### src/design/fsr_pkg.sv
/*
 * Package for the fault status and trim register bank: offsets, field
 * positions, reset values and the packed carriers used by the bank.
 * Assumes an 8-bit register port driven by a serial-bus slave elsewhere.
 */
package fsr_pkg;

	localparam int unsigned ADDR_W = 8;
	localparam int unsigned DATA_W = 8;

	localparam logic [7:0] OFF_STATUS         = 8'h02;
	localparam logic [7:0] OFF_CURRENT_LIMIT  = 8'h04;
	localparam logic [7:0] OFF_SHARE_OFFSET   = 8'h05;
	localparam logic [7:0] OFF_SHARE_SLOPE    = 8'h06;
	localparam logic [7:0] OFF_LOAD_OVERVOLTAGE_TRIM        = 8'h08;
	localparam logic [7:0] OFF_LOCAL_UV       = 8'h09;
	localparam logic [7:0] OFF_LOCAL_OV       = 8'h0a;
	localparam logic [7:0] OFF_OVERTEMP       = 8'h0b;
	localparam logic [7:0] OFF_AC_SENSE       = 8'h0c;
	localparam logic [7:0] OFF_DIVIDER_OFFSET = 8'h14;
	localparam logic [7:0] OFF_AMP_OFFSET     = 8'h15;
	localparam logic [7:0] OFF_SENSE_RANGE    = 8'h16;
	localparam logic [7:0] OFF_OFFSET_CT      = 8'h17;
	localparam logic [7:0] OFF_FALSE_CLAMP    = 8'h18;
	localparam logic [7:0] OFF_LOAD_SETPOINT  = 8'h19;
	localparam logic [7:0] OFF_STICKY_MON     = 8'h2a;
	localparam logic [7:0] OFF_STICKY_SUPPLY  = 8'h2b;
	localparam logic [7:0] OFF_STICKY_PIN     = 8'h2c;

	// status register bit positions
	localparam int unsigned ST_FAULT    = 0;
	localparam int unsigned ST_PULSE    = 1;
	localparam int unsigned ST_OCP_RUN  = 2;
	localparam int unsigned ST_DC_GOOD  = 3;
	localparam int unsigned ST_LINK     = 4;
	localparam int unsigned ST_ENABLE   = 5;
	localparam int unsigned ST_POWER_RQ = 6;
	localparam int unsigned ST_AC_SENSE = 7;

	// trim field positions
	localparam int unsigned LIMIT_LSB      = 3;
	localparam int unsigned SLOPE_LSB      = 1;
	localparam int unsigned OTEMP_LSB      = 4;
	localparam int unsigned AC_THR_LSB     = 3;
	localparam int unsigned AC_HYST_MSB    = 2;
	localparam int unsigned DIV_RANGE_MSB  = 5;
	localparam int unsigned DIV_RANGE_LSB  = 3;
	localparam int unsigned SENSE_RNG_MSB  = 2;
	localparam int unsigned AMP_RANGE_MSB  = 3;
	localparam int unsigned CT_GAIN_BIT    = 5;

	// writable bits of each trim register; others read as zero
	localparam logic [7:0] MASK_FULL         = 8'hff;
	localparam logic [7:0] MASK_LIMIT        = 8'hf8;
	localparam logic [7:0] MASK_SLOPE        = 8'hfe;
	localparam logic [7:0] MASK_OTEMP        = 8'hf0;
	localparam logic [7:0] MASK_SENSE_RANGE  = 8'h3f;
	localparam logic [7:0] MASK_OFFSET_CT    = 8'h2f;

	localparam logic [7:0] TRIM_RESET = 8'h00;
	localparam logic [7:0] READ_ZERO  = 8'h00;

	// register port request
	typedef struct packed {
		logic              rd;
		logic              wr;
		logic [ADDR_W-1:0] addr;
		logic [DATA_W-1:0] wdata;
	} fsr_req_t;

	// live fault conditions, active high, in sticky register bit order
	typedef struct packed {
		logic ovfault;
		logic uvfault;
		logic ocp_timeout;
		logic monitor_input_one;
		logic mon2;
		logic mon3;
		logic mon4;
		logic mon5;
	} fsr_mon_faults_t;

	typedef struct packed {
		logic share;
		logic output_switch;
		logic reverse;
		logic supply;
		logic ground;
		logic int_ref;
		logic ext_ref;
		logic supply_ov;
	} fsr_supply_faults_t;

	// decoded trim fields for the analogue circuits
	typedef struct packed {
		logic [7:0] load_setpoint;
		logic [7:0] remote_overvoltage_level;
		logic [7:0] false_low_clamp_level;
		logic [7:0] local_uv_level;
		logic [7:0] local_ov_level;
		logic [7:0] divider_offset_code;
		logic [2:0] divider_range;
		logic [7:0] amplifier_offset_code;
		logic [3:0] amplifier_range;
		logic [2:0] sense_range;
		logic       transformer_gain_select;
		logic [7:0] share_offset;
		logic [6:0] share_slope;
		logic [4:0] current_limit;
		logic [3:0] overtemp_level;
		logic [4:0] ac_threshold;
		logic [2:0] ac_hysteresis;
	} fsr_trims_t;

endpackage : fsr_pkg

### src/design/fsr_regs.sv
/*
 * Fault status and trim register bank: live status, three read-to-clear
 * sticky fault registers and the trim registers of the analogue circuits.
 * Assumes a serial-bus slave on the same clock issues one-cycle rd/wr
 * strobes; read data is registered and valid the cycle after rd.
 */
// Functional notes
// - status bit 2 shows overcurrent timer running
// - status bit 3 mirrors dc-good pin
// - status bit 4 mirrors power link pin
// - status bit 5 mirrors power enable input
// - status bit 6 mirrors power-on request pin
// - status bit 7 mirrors ac-sense pin
// - register 2Ah latches monitor and voltage faults
// - register 2Bh latches supply and switch faults
// - read clears latch unless fault still active
// - 19h holds 8-bit load setpoint code
// - 08h holds 8-bit load overvoltage code
// - 18h holds 8-bit false clamp code
// - 09h holds 8-bit local undervoltage code
// - 0Ah holds 8-bit local overvoltage code
// - divider offset 14h, range 16h bits 5:3
// - amplifier offset 15h, range 17h bits 3:0
// - sense range in 16h bits 2:0
// - transformer gain select is 17h bit 5
// - share offset 05h, slope 06h bits 7:1
// - current limit in 04h bits 7:3
// - ac threshold 0Ch 7:3, hysteresis 2:0
`timescale 1ns/1ps

module fsr_regs
	import fsr_pkg::*;
(
	input  wire logic                clk,
	input  wire logic                rst,
	input  wire fsr_req_t            req,
	output logic [DATA_W-1:0]        rdata,
	output logic                     rvalid,
	input  wire logic                dc_good_pin,
	input  wire logic                power_link_pin,
	input  wire logic                power_enable_input,
	input  wire logic                power_request_pin,
	input  wire logic                ac_sense_pin,
	input  wire logic                fault_latched,
	input  wire logic                pulses_present,
	input  wire logic                ocp_timer_running,
	input  wire fsr_mon_faults_t     mon_faults,
	input  wire fsr_supply_faults_t  supply_faults,
	output fsr_trims_t               trims
);

	// pins arrive asynchronously; two flops before anything reads them
	logic [4:0] pin_meta;
	logic [4:0] pin_sync;

	always_ff @(posedge clk or posedge rst) begin
		if (rst) begin
			pin_meta <= 5'h00;
			pin_sync <= 5'h00;
		end else begin
			pin_meta <= {ac_sense_pin, power_request_pin, power_enable_input,
				power_link_pin, dc_good_pin};
			pin_sync <= pin_meta;
		end
	end

	logic       dc_good_pin_state;
	logic       link_state;
	logic       enable_state;
	logic       request_state;
	logic       ac_state;
	logic [7:0] status;

	assign dc_good_pin_state = pin_sync[0];
	assign link_state        = pin_sync[1];
	assign enable_state      = pin_sync[2];
	assign request_state     = pin_sync[3];
	assign ac_state          = pin_sync[4];

	always_comb begin
		status              = READ_ZERO;
		status[ST_FAULT]    = fault_latched;
		status[ST_PULSE]    = pulses_present;
		status[ST_OCP_RUN]  = ocp_timer_running;
		status[ST_DC_GOOD]  = dc_good_pin_state;
		status[ST_LINK]     = link_state;
		status[ST_ENABLE]   = enable_state;
		status[ST_POWER_RQ] = request_state;
		status[ST_AC_SENSE] = ac_state;
	end

	// the third sticky register flags pin and status bits that are bad;
	// for the good-high bits a low level counts as the fault
	logic [7:0] pin_faults;

	always_comb begin
		pin_faults              = READ_ZERO;
		pin_faults[ST_FAULT]    = fault_latched;
		pin_faults[ST_PULSE]    = ~pulses_present;
		pin_faults[ST_OCP_RUN]  = ocp_timer_running;
		pin_faults[ST_DC_GOOD]  = ~dc_good_pin_state;
		pin_faults[ST_LINK]     = ~link_state;
		pin_faults[ST_ENABLE]   = ~enable_state;
		pin_faults[ST_POWER_RQ] = ~request_state;
		pin_faults[ST_AC_SENSE] = ~ac_state;
	end

	function automatic logic is_read(input fsr_req_t r, input logic [7:0] off);
		return r.rd && (r.addr == off);
	endfunction : is_read

	function automatic logic is_write(input fsr_req_t r, input logic [7:0] off);
		return r.wr && (r.addr == off);
	endfunction : is_write

	// set wins over clear, and a read only clears bits whose fault has gone
	function automatic logic [7:0] sticky_next(input logic [7:0] cur,
		input logic [7:0] live, input logic rd_now);
		logic [7:0] kept;
		kept = rd_now ? READ_ZERO : cur;
		return kept | live;
	endfunction : sticky_next

	logic [7:0] sticky_monitor_faults;
	logic [7:0] sticky_supply_faults;
	logic [7:0] sticky_pin_faults;

	// sticky registers have no write path at all
	always_ff @(posedge clk or posedge rst) begin
		if (rst) begin
			sticky_monitor_faults <= READ_ZERO;
			sticky_supply_faults  <= READ_ZERO;
			sticky_pin_faults     <= READ_ZERO;
		end else begin
			sticky_monitor_faults <= sticky_next(sticky_monitor_faults, mon_faults,
				is_read(req, OFF_STICKY_MON));
			sticky_supply_faults  <= sticky_next(sticky_supply_faults, supply_faults,
				is_read(req, OFF_STICKY_SUPPLY));
			sticky_pin_faults     <= sticky_next(sticky_pin_faults, pin_faults,
				is_read(req, OFF_STICKY_PIN));
		end
	end

	logic [7:0] current_limit_trim;
	logic [7:0] share_offset_trim;
	logic [7:0] share_slope_trim;
	logic [7:0] load_overvoltage_trim;
	logic [7:0] local_undervoltage_trim;
	logic [7:0] local_overvoltage_trim;
	logic [7:0] overtemp_threshold_trim;
	logic [7:0] ac_sense_threshold_trim;
	logic [7:0] divider_offset_trim;
	logic [7:0] amplifier_offset_trim;
	logic [7:0] sense_range_select;
	logic [7:0] offset_and_transformer_range;
	logic [7:0] false_clamp_trim;
	logic [7:0] load_setpoint_trim;

	always_ff @(posedge clk or posedge rst) begin
		if (rst) begin
			current_limit_trim           <= TRIM_RESET;
			share_offset_trim            <= TRIM_RESET;
			share_slope_trim             <= TRIM_RESET;
			load_overvoltage_trim        <= TRIM_RESET;
			local_undervoltage_trim      <= TRIM_RESET;
			local_overvoltage_trim       <= TRIM_RESET;
			overtemp_threshold_trim      <= TRIM_RESET;
			ac_sense_threshold_trim      <= TRIM_RESET;
			divider_offset_trim          <= TRIM_RESET;
			amplifier_offset_trim        <= TRIM_RESET;
			sense_range_select           <= TRIM_RESET;
			offset_and_transformer_range <= TRIM_RESET;
			false_clamp_trim             <= TRIM_RESET;
			load_setpoint_trim           <= TRIM_RESET;
		end else begin
			if (is_write(req, OFF_CURRENT_LIMIT))
				current_limit_trim <= req.wdata & MASK_LIMIT;
			if (is_write(req, OFF_SHARE_OFFSET))
				share_offset_trim <= req.wdata & MASK_FULL;
			if (is_write(req, OFF_SHARE_SLOPE))
				share_slope_trim <= req.wdata & MASK_SLOPE;
			if (is_write(req, OFF_LOAD_OVERVOLTAGE_TRIM))
				load_overvoltage_trim <= req.wdata & MASK_FULL;
			if (is_write(req, OFF_LOCAL_UV))
				local_undervoltage_trim <= req.wdata & MASK_FULL;
			if (is_write(req, OFF_LOCAL_OV))
				local_overvoltage_trim <= req.wdata & MASK_FULL;
			if (is_write(req, OFF_OVERTEMP))
				overtemp_threshold_trim <= req.wdata & MASK_OTEMP;
			if (is_write(req, OFF_AC_SENSE))
				ac_sense_threshold_trim <= req.wdata & MASK_FULL;
			if (is_write(req, OFF_DIVIDER_OFFSET))
				divider_offset_trim <= req.wdata & MASK_FULL;
			if (is_write(req, OFF_AMP_OFFSET))
				amplifier_offset_trim <= req.wdata & MASK_FULL;
			if (is_write(req, OFF_SENSE_RANGE))
				sense_range_select <= req.wdata & MASK_SENSE_RANGE;
			if (is_write(req, OFF_OFFSET_CT))
				offset_and_transformer_range <= req.wdata & MASK_OFFSET_CT;
			if (is_write(req, OFF_FALSE_CLAMP))
				false_clamp_trim <= req.wdata & MASK_FULL;
			if (is_write(req, OFF_LOAD_SETPOINT))
				load_setpoint_trim <= req.wdata & MASK_FULL;
		end
	end

	// field extraction for the analogue side; limited by the field widths
	always_comb begin
		trims.load_setpoint            = load_setpoint_trim;
		trims.remote_overvoltage_level = load_overvoltage_trim;
		trims.false_low_clamp_level    = false_clamp_trim;
		trims.local_uv_level           = local_undervoltage_trim;
		trims.local_ov_level           = local_overvoltage_trim;
		trims.divider_offset_code      = divider_offset_trim;
		trims.divider_range            = sense_range_select[DIV_RANGE_MSB:DIV_RANGE_LSB];
		trims.amplifier_offset_code    = amplifier_offset_trim;
		trims.amplifier_range          = offset_and_transformer_range[AMP_RANGE_MSB:0];
		trims.sense_range              = sense_range_select[SENSE_RNG_MSB:0];
		trims.transformer_gain_select  = offset_and_transformer_range[CT_GAIN_BIT];
		trims.share_offset             = share_offset_trim;
		trims.share_slope              = share_slope_trim[7:SLOPE_LSB];
		trims.current_limit            = current_limit_trim[7:LIMIT_LSB];
		trims.overtemp_level           = overtemp_threshold_trim[7:OTEMP_LSB];
		trims.ac_threshold             = ac_sense_threshold_trim[7:AC_THR_LSB];
		trims.ac_hysteresis            = ac_sense_threshold_trim[AC_HYST_MSB:0];
	end

	logic [7:0] next_rdata;

	always_comb begin
		unique case (req.addr)
			OFF_STATUS:         next_rdata = status;
			OFF_CURRENT_LIMIT:  next_rdata = current_limit_trim;
			OFF_SHARE_OFFSET:   next_rdata = share_offset_trim;
			OFF_SHARE_SLOPE:    next_rdata = share_slope_trim;
			OFF_LOAD_OVERVOLTAGE_TRIM:        next_rdata = load_overvoltage_trim;
			OFF_LOCAL_UV:       next_rdata = local_undervoltage_trim;
			OFF_LOCAL_OV:       next_rdata = local_overvoltage_trim;
			OFF_OVERTEMP:       next_rdata = overtemp_threshold_trim;
			OFF_AC_SENSE:       next_rdata = ac_sense_threshold_trim;
			OFF_DIVIDER_OFFSET: next_rdata = divider_offset_trim;
			OFF_AMP_OFFSET:     next_rdata = amplifier_offset_trim;
			OFF_SENSE_RANGE:    next_rdata = sense_range_select;
			OFF_OFFSET_CT:      next_rdata = offset_and_transformer_range;
			OFF_FALSE_CLAMP:    next_rdata = false_clamp_trim;
			OFF_LOAD_SETPOINT:  next_rdata = load_setpoint_trim;
			// the value returned is the latch before this read's clear, ORed with the live faults
			OFF_STICKY_MON:     next_rdata = sticky_monitor_faults | mon_faults;
			OFF_STICKY_SUPPLY:  next_rdata = sticky_supply_faults | supply_faults;
			OFF_STICKY_PIN:     next_rdata = sticky_pin_faults | pin_faults;
			default:            next_rdata = READ_ZERO;
		endcase
	end

	always_ff @(posedge clk or posedge rst) begin
		if (rst) begin
			rdata  <= READ_ZERO;
			rvalid <= 1'b0;
		end else begin
			rvalid <= req.rd;
			if (req.rd)
				rdata <= next_rdata;
		end
	end

endmodule : fsr_regs

### config.mk
export PLATFORM = sky130hd
export DESIGN_NAME = fsr_regs
export DESIGN_NICKNAME = d
export VERILOG_FILES = /design/src/design/fsr_pkg.sv /design/src/design/fsr_regs.sv
export SDC_FILE = /design/constraint.sdc
export NUM_CORES = 1
export LEC_CHECK = 0
export BUFFER_PORTS_ARGS = -buffer_cell sky130_fd_sc_hd__buf_2
export CAP_MARGIN = 20
export CORE_ASPECT_RATIO = 0.75
export CORE_UTILIZATION = 56
export CTS_BUF_LIST = sky130_fd_sc_hd__clkbuf_4 sky130_fd_sc_hd__clkbuf_8
export DETAILED_ROUTE_END_ITERATION = 6
export GPL_TIMING_DRIVEN = 0
export PLACE_DENSITY = 0.81
export SLEW_MARGIN = 20
export SYNTH_ARGS = -nofsm -noshare
export SYNTH_HDL_FRONTEND = slang
export SYNTH_SLANG_ARGS = --single-unit
export TNS_END_PERCENT = 30
### constraint.sdc
create_clock -name clk -period 5.7 [get_ports clk]
set_clock_uncertainty 0.05 [all_clocks]
set_input_delay 0.285 -clock clk [delete_from_list [all_inputs] [get_ports clk]]
set_output_delay 0.285 -clock clk [all_outputs]
set_load 0.005 [all_outputs]
# Word level (Yosys, flattened, before mapping)
# Cells that the tools add are included.
[totals]
output_inout_bits = 108
reg_bits = 142
elab_cells = 72
inputBits = 44
[op_classes]
n_reduce_logical = 17
n_eq_ne = 18
bitwise_logic = 12
mux = 4
[op_table]
columns = ["operator", "n"]
rows = [
  ["8-bit case mux with 18 select lines", 1],
  ["8-bit by 5-bit == test with 1-bit output (second input constant)", 6],
  ["8-bit OR", 6],
  ["8-bit by 4-bit == test with 1-bit output (second input constant)", 5],
  ["8-bit by 3-bit == test with 1-bit output (second input constant)", 3],
  ["8-bit by 6-bit == test with 1-bit output (second input constant)", 3],
  ["8-bit two-way mux", 3],
  ["1-bit logical AND", 17],
  ["8-bit by 2-bit == test with 1-bit output (second input constant)", 1],
  ["1-bit NOT", 6],
]

# Depth between registers and ports, before layout
[logic_depth]
depth_word = 4
depth_mapped = 8
depth_no_buf = 5

# Least setup slack after synthesis
# OpenSTA, ideal clock, no wires.
[synth_path]
path_kind = "input port to flip-flop"
startpoint = "input port req[8] (netlist name)"
endpoint = "register rdata[2]"
path_buffers = 2
t_arrival_ps = 1569
cell_stages = 7
setup_time_ps = 150
setup_slack_ps = 3931
required_ps = 5500
path_cell_list = "buf_2 > buf_4 > mux2_2 > a222oi_1 > o211ai_1 > nor3_1 > a22oi_1"
[synth_between]
elab_chain_len = 2
elab_cells_between_ends = 19
cone_classes = "eq/ne (18); mux (1)"
[synth_lines]
columns = ["item", "line_no", "text"]
rows = [
  ["start, declared", "fsr_regs.sv:36", "input wire fsr_req_t req,"],
  ["8-bit by 6-bit == test with 1-bit output, or another cell as far along", "fsr_regs.sv:231", "unique case (req.addr)"],
  ["8-bit case mux with 18 select lines *", "fsr_regs.sv:231", ""],
  ["end signal, assigned", "fsr_regs.sv:262", "rdata <= next_rdata;"],
  ["end, declared", "fsr_regs.sv:37", "output logic [DATA_W-1:0] rdata,"],
]
# Every way passes the cells marked *; elsewhere a longest branch is shown, timed or not.
# A chain may end at the register's enable or synchronous reset.

# Final worst setup path
[layout_path]
startpoint = "input port req[10] (netlist name)"
endpoint = "register rdata[0]"
# Same word-level chain as after synthesis.

==> flow_summary.json <==
{
  "status": "complete, no violations",
  "ios": 152,
  "intPower_w": 0.001605,
  "synthesis.area_sq_um": 6626,
  "synth_top_area_share_pct": 53.63,
  "cts.sinks": 142,
  "grt_use_total_pct": 35.60,
  "swShare_pct": 26.06,
  "synth-seq-area-share_pct": 53.63,
  "ys.flop_type": "dfrtp_1",
  "rows": 34,
  "hp-class": "in -> reg",
  "cts_tree": "yes",
  "hpwl_mm": 15.42,
  "antenna_found_initial": 0,
  "critPathArrivalTime_ps": 2420,
  "htreeDepth": 4,
  "core_sq_um": 11570,
  "cts_max_path_buffers": 2,
  "clock_latency_ps": 460,
  "async_flop_share_pct": 100.0,
  "combPwrFrac_pct": 10.1,
  "pwr-share-clk_pct": 40.2,
  "power_w": 0.002170,
  "p_switching_w": 0.0005655,
  "cts_root_buf": "clkbuf_8",
  "drv_slew": 0,
  "ys_seq_elements": 142,
  "synth_cells": 549,
  "synth-edff-count": 0,
  "rr_endpoint": "rdata[4]",
  "cp_max_fo": 10,
  "yosysTopAreaCell": "dfrtp_1",
  "synth_nets": 593,
  "leakage_nw": 4.074,
  "firstDrtPassIters": 5,
  "slew_headroom_pct": 47.64,
  "clk_pin_slew_worst_paths_ps": 90,
  "grt_pass1_vias": 5367,
  "grt_pass1_wl_mm": 31.15,
  "finalCriticalPeriod_ps": 2093,
  "finalCritPeriodShare_pct": 36.72,
  "grt_max_degree": 77,
  "power_density_nw_per_um2": 261.3,
  "area_delta_synth_final_pct": 25.32,
  "min-delay-start": "req[0]",
  "final_common_cell": "buf_2",
  "peakVddDrop_mv": 0.1757,
  "drt_wl_total_mm": 21.32,
  "place.gp.congestion": 0.9321,
  "cts_made_buffers": 17,
  "fin_area_sq_um": 8304,
  "min_to": "sense_range_select[0]",
  "fin_nets": 789,
  "rsz0062_at_grt": "no",
  "postRouteAntennaNets": 0,
  "end_kind": "register",
  "ys_warn_count": 0,
  "antenna_cells": 0,
  "cp.required_ps": 6030,
  "rr_startpoint": "overtemp_threshold_trim[4]",
  "drv_cap": 0,
  "whs_path_depth": 2,
  "critical_path_class": "in -> reg",
  "finalSetupViolations": 0,
  "vias": 5693,
  "critPathLaunchType": "primary input",
  "dp.cells": 862,
  "initial_utilization_pct": 57.27,
  "ff2ff_path_depth": 5,
  "fin_setup_tns_ps": 0,
  "place_area_sq_um": 7615,
  "pwr-share-seq_pct": 49.7,
  "r2r_setup_slack_ps": 3770,
  "final_cells": 920,
  "drt_iter0_markers": 621,
  "pre_cts_slack_ps": 3263,
  "synth_area_leaders": "dfrtp_1 54%, mux2_2 19%, o21ai_0 2.8%",
  "fin_ws_ps": 3607,
  "tightestPinTransition_ps": 785.3,
  "fillers": 867,
  "grt-ovfl-total": 0,
  "yosysUniqueCellTypes": 55,
  "hold_violations": 0,
  "port_buffers": 150,
  "wl_per_cell_microns": 23.18,
  "avgSynthCellArea_sq_um": 12.07,
  "drive_gt1_share_pct": 43.14,
  "fp.dieW_microns": 127.6,
  "clock.fmax_mhz": 477.8,
  "final_cell_mix": "165 x buf_2, 142 x dfrtp_1, 110 x mux2_2",
  "drc": 0,
  "avgViaCountPerCell": 6.188,
  "die_height_microns": 96.21,
  "dieArea_sq_um": 12280
}
## power by group through the flow
stage          sequential, W  clock [W]  combinational (W)
2_1_floorplan        0.00109          0           0.000101
3_3_place_gp         0.00109          0           0.000193
3_5_place_dp         0.00110          0           0.000202
4_1_cts              0.00108   0.000874           0.000216
5_1_grt              0.00108   0.000926           0.000236
6_report             0.00108   0.000872           0.000219
## final cells by class
class	instances	area, sq um	share of cell area (%)
Tap cell	162	202.7	2.441
Clock buffer	20	269.0	3.239
Clock inverter	12	160.2	1.929
Multi-Input combinational cell	365	2880	34.68
Buffer	34	162.7	1.959
Inverter	8	37.54	0.4520
Sequential cell	142	3553	42.79
Timing Repair Buffer	177	1039	12.51
## what timing repair did
item | CTS | global route
setup endpoints to repair | 0 | 0
gates resized for setup | 0 | 0
hold buffers | 26 | 0
hold endpoints to repair | 91 | 0
setup buffers | 0 | 0
## critical path: stages
cell	delay (ps)
buf_2	140
buf_2	180
nor2b_1	520
buf_2	410
a22oi_1	120
o21ai_0	310
o21ai_0	210
a32oi_1	240
## synthesized netlist by cell type, types with 3 or more instances
cell type,number
nand2b_1,5
buf_4,4
and4bb_2,3
nand2_2,5
and2_1,4
o21a_1,3
nor2b_1,8
dfrtp_1,142
a21o_1,19
nor3_1,6
a32oi_1,14
mux2_2,110
nor4b_4,3
clkbuf_1,13
inv_1,7
a22o_1,7
a22oi_1,15
a21oi_1,14
nand3b_1,3
nand3_1,21
mux2i_1,4
nor2_1,8
nand2_1,39
o21ai_0,37
buf_2,15
## through the flow
step	util, %	hold slack, ps
after floorplan	-	266.4
final	71.77	23.83
after CTS	71.77	18.61
after global routing	71.77	12.95
after detailed placement	65.81	285.8
after global placement	65.51	283.7
## logic make-up after synthesis
family	Yosys count	synth area share (%)
buffers and inverters	42	2.908
muxes	114	19.30
AOI/OAI and AO/OA	125	12.75
DFF	142	53.63
and+or+nand+nor	126	11.42
## routing by layer
metal  global-route usage (%)  part of all wire (%)
met5                        0                     0
met4                    11.37                   2.0
met3                    9.839                    11
met2                    53.37                    45
met1                    50.42                    43
## worst max-delay path by stage
| stage | from | to | slack (ps) | depth (start not counted) |
|---|---|---|---|---|
| global route | req[10] | rdata[0] | 3540 | 8 |
| CTS | req[10] | rdata[0] | 3710 | 8 |
| finish | req[10] | rdata[0] | 3610 | 8 |
| global placement | rst | false_clamp_trim[2] | 250 | 2 |
| detailed placement | req[10] | rdata[0] | 3260 | 8 |
| floorplan | rst | ac_sense_threshold_trim[0] | 1560 | 1 |
No activity file was read; power rests on OpenSTA's default activity.
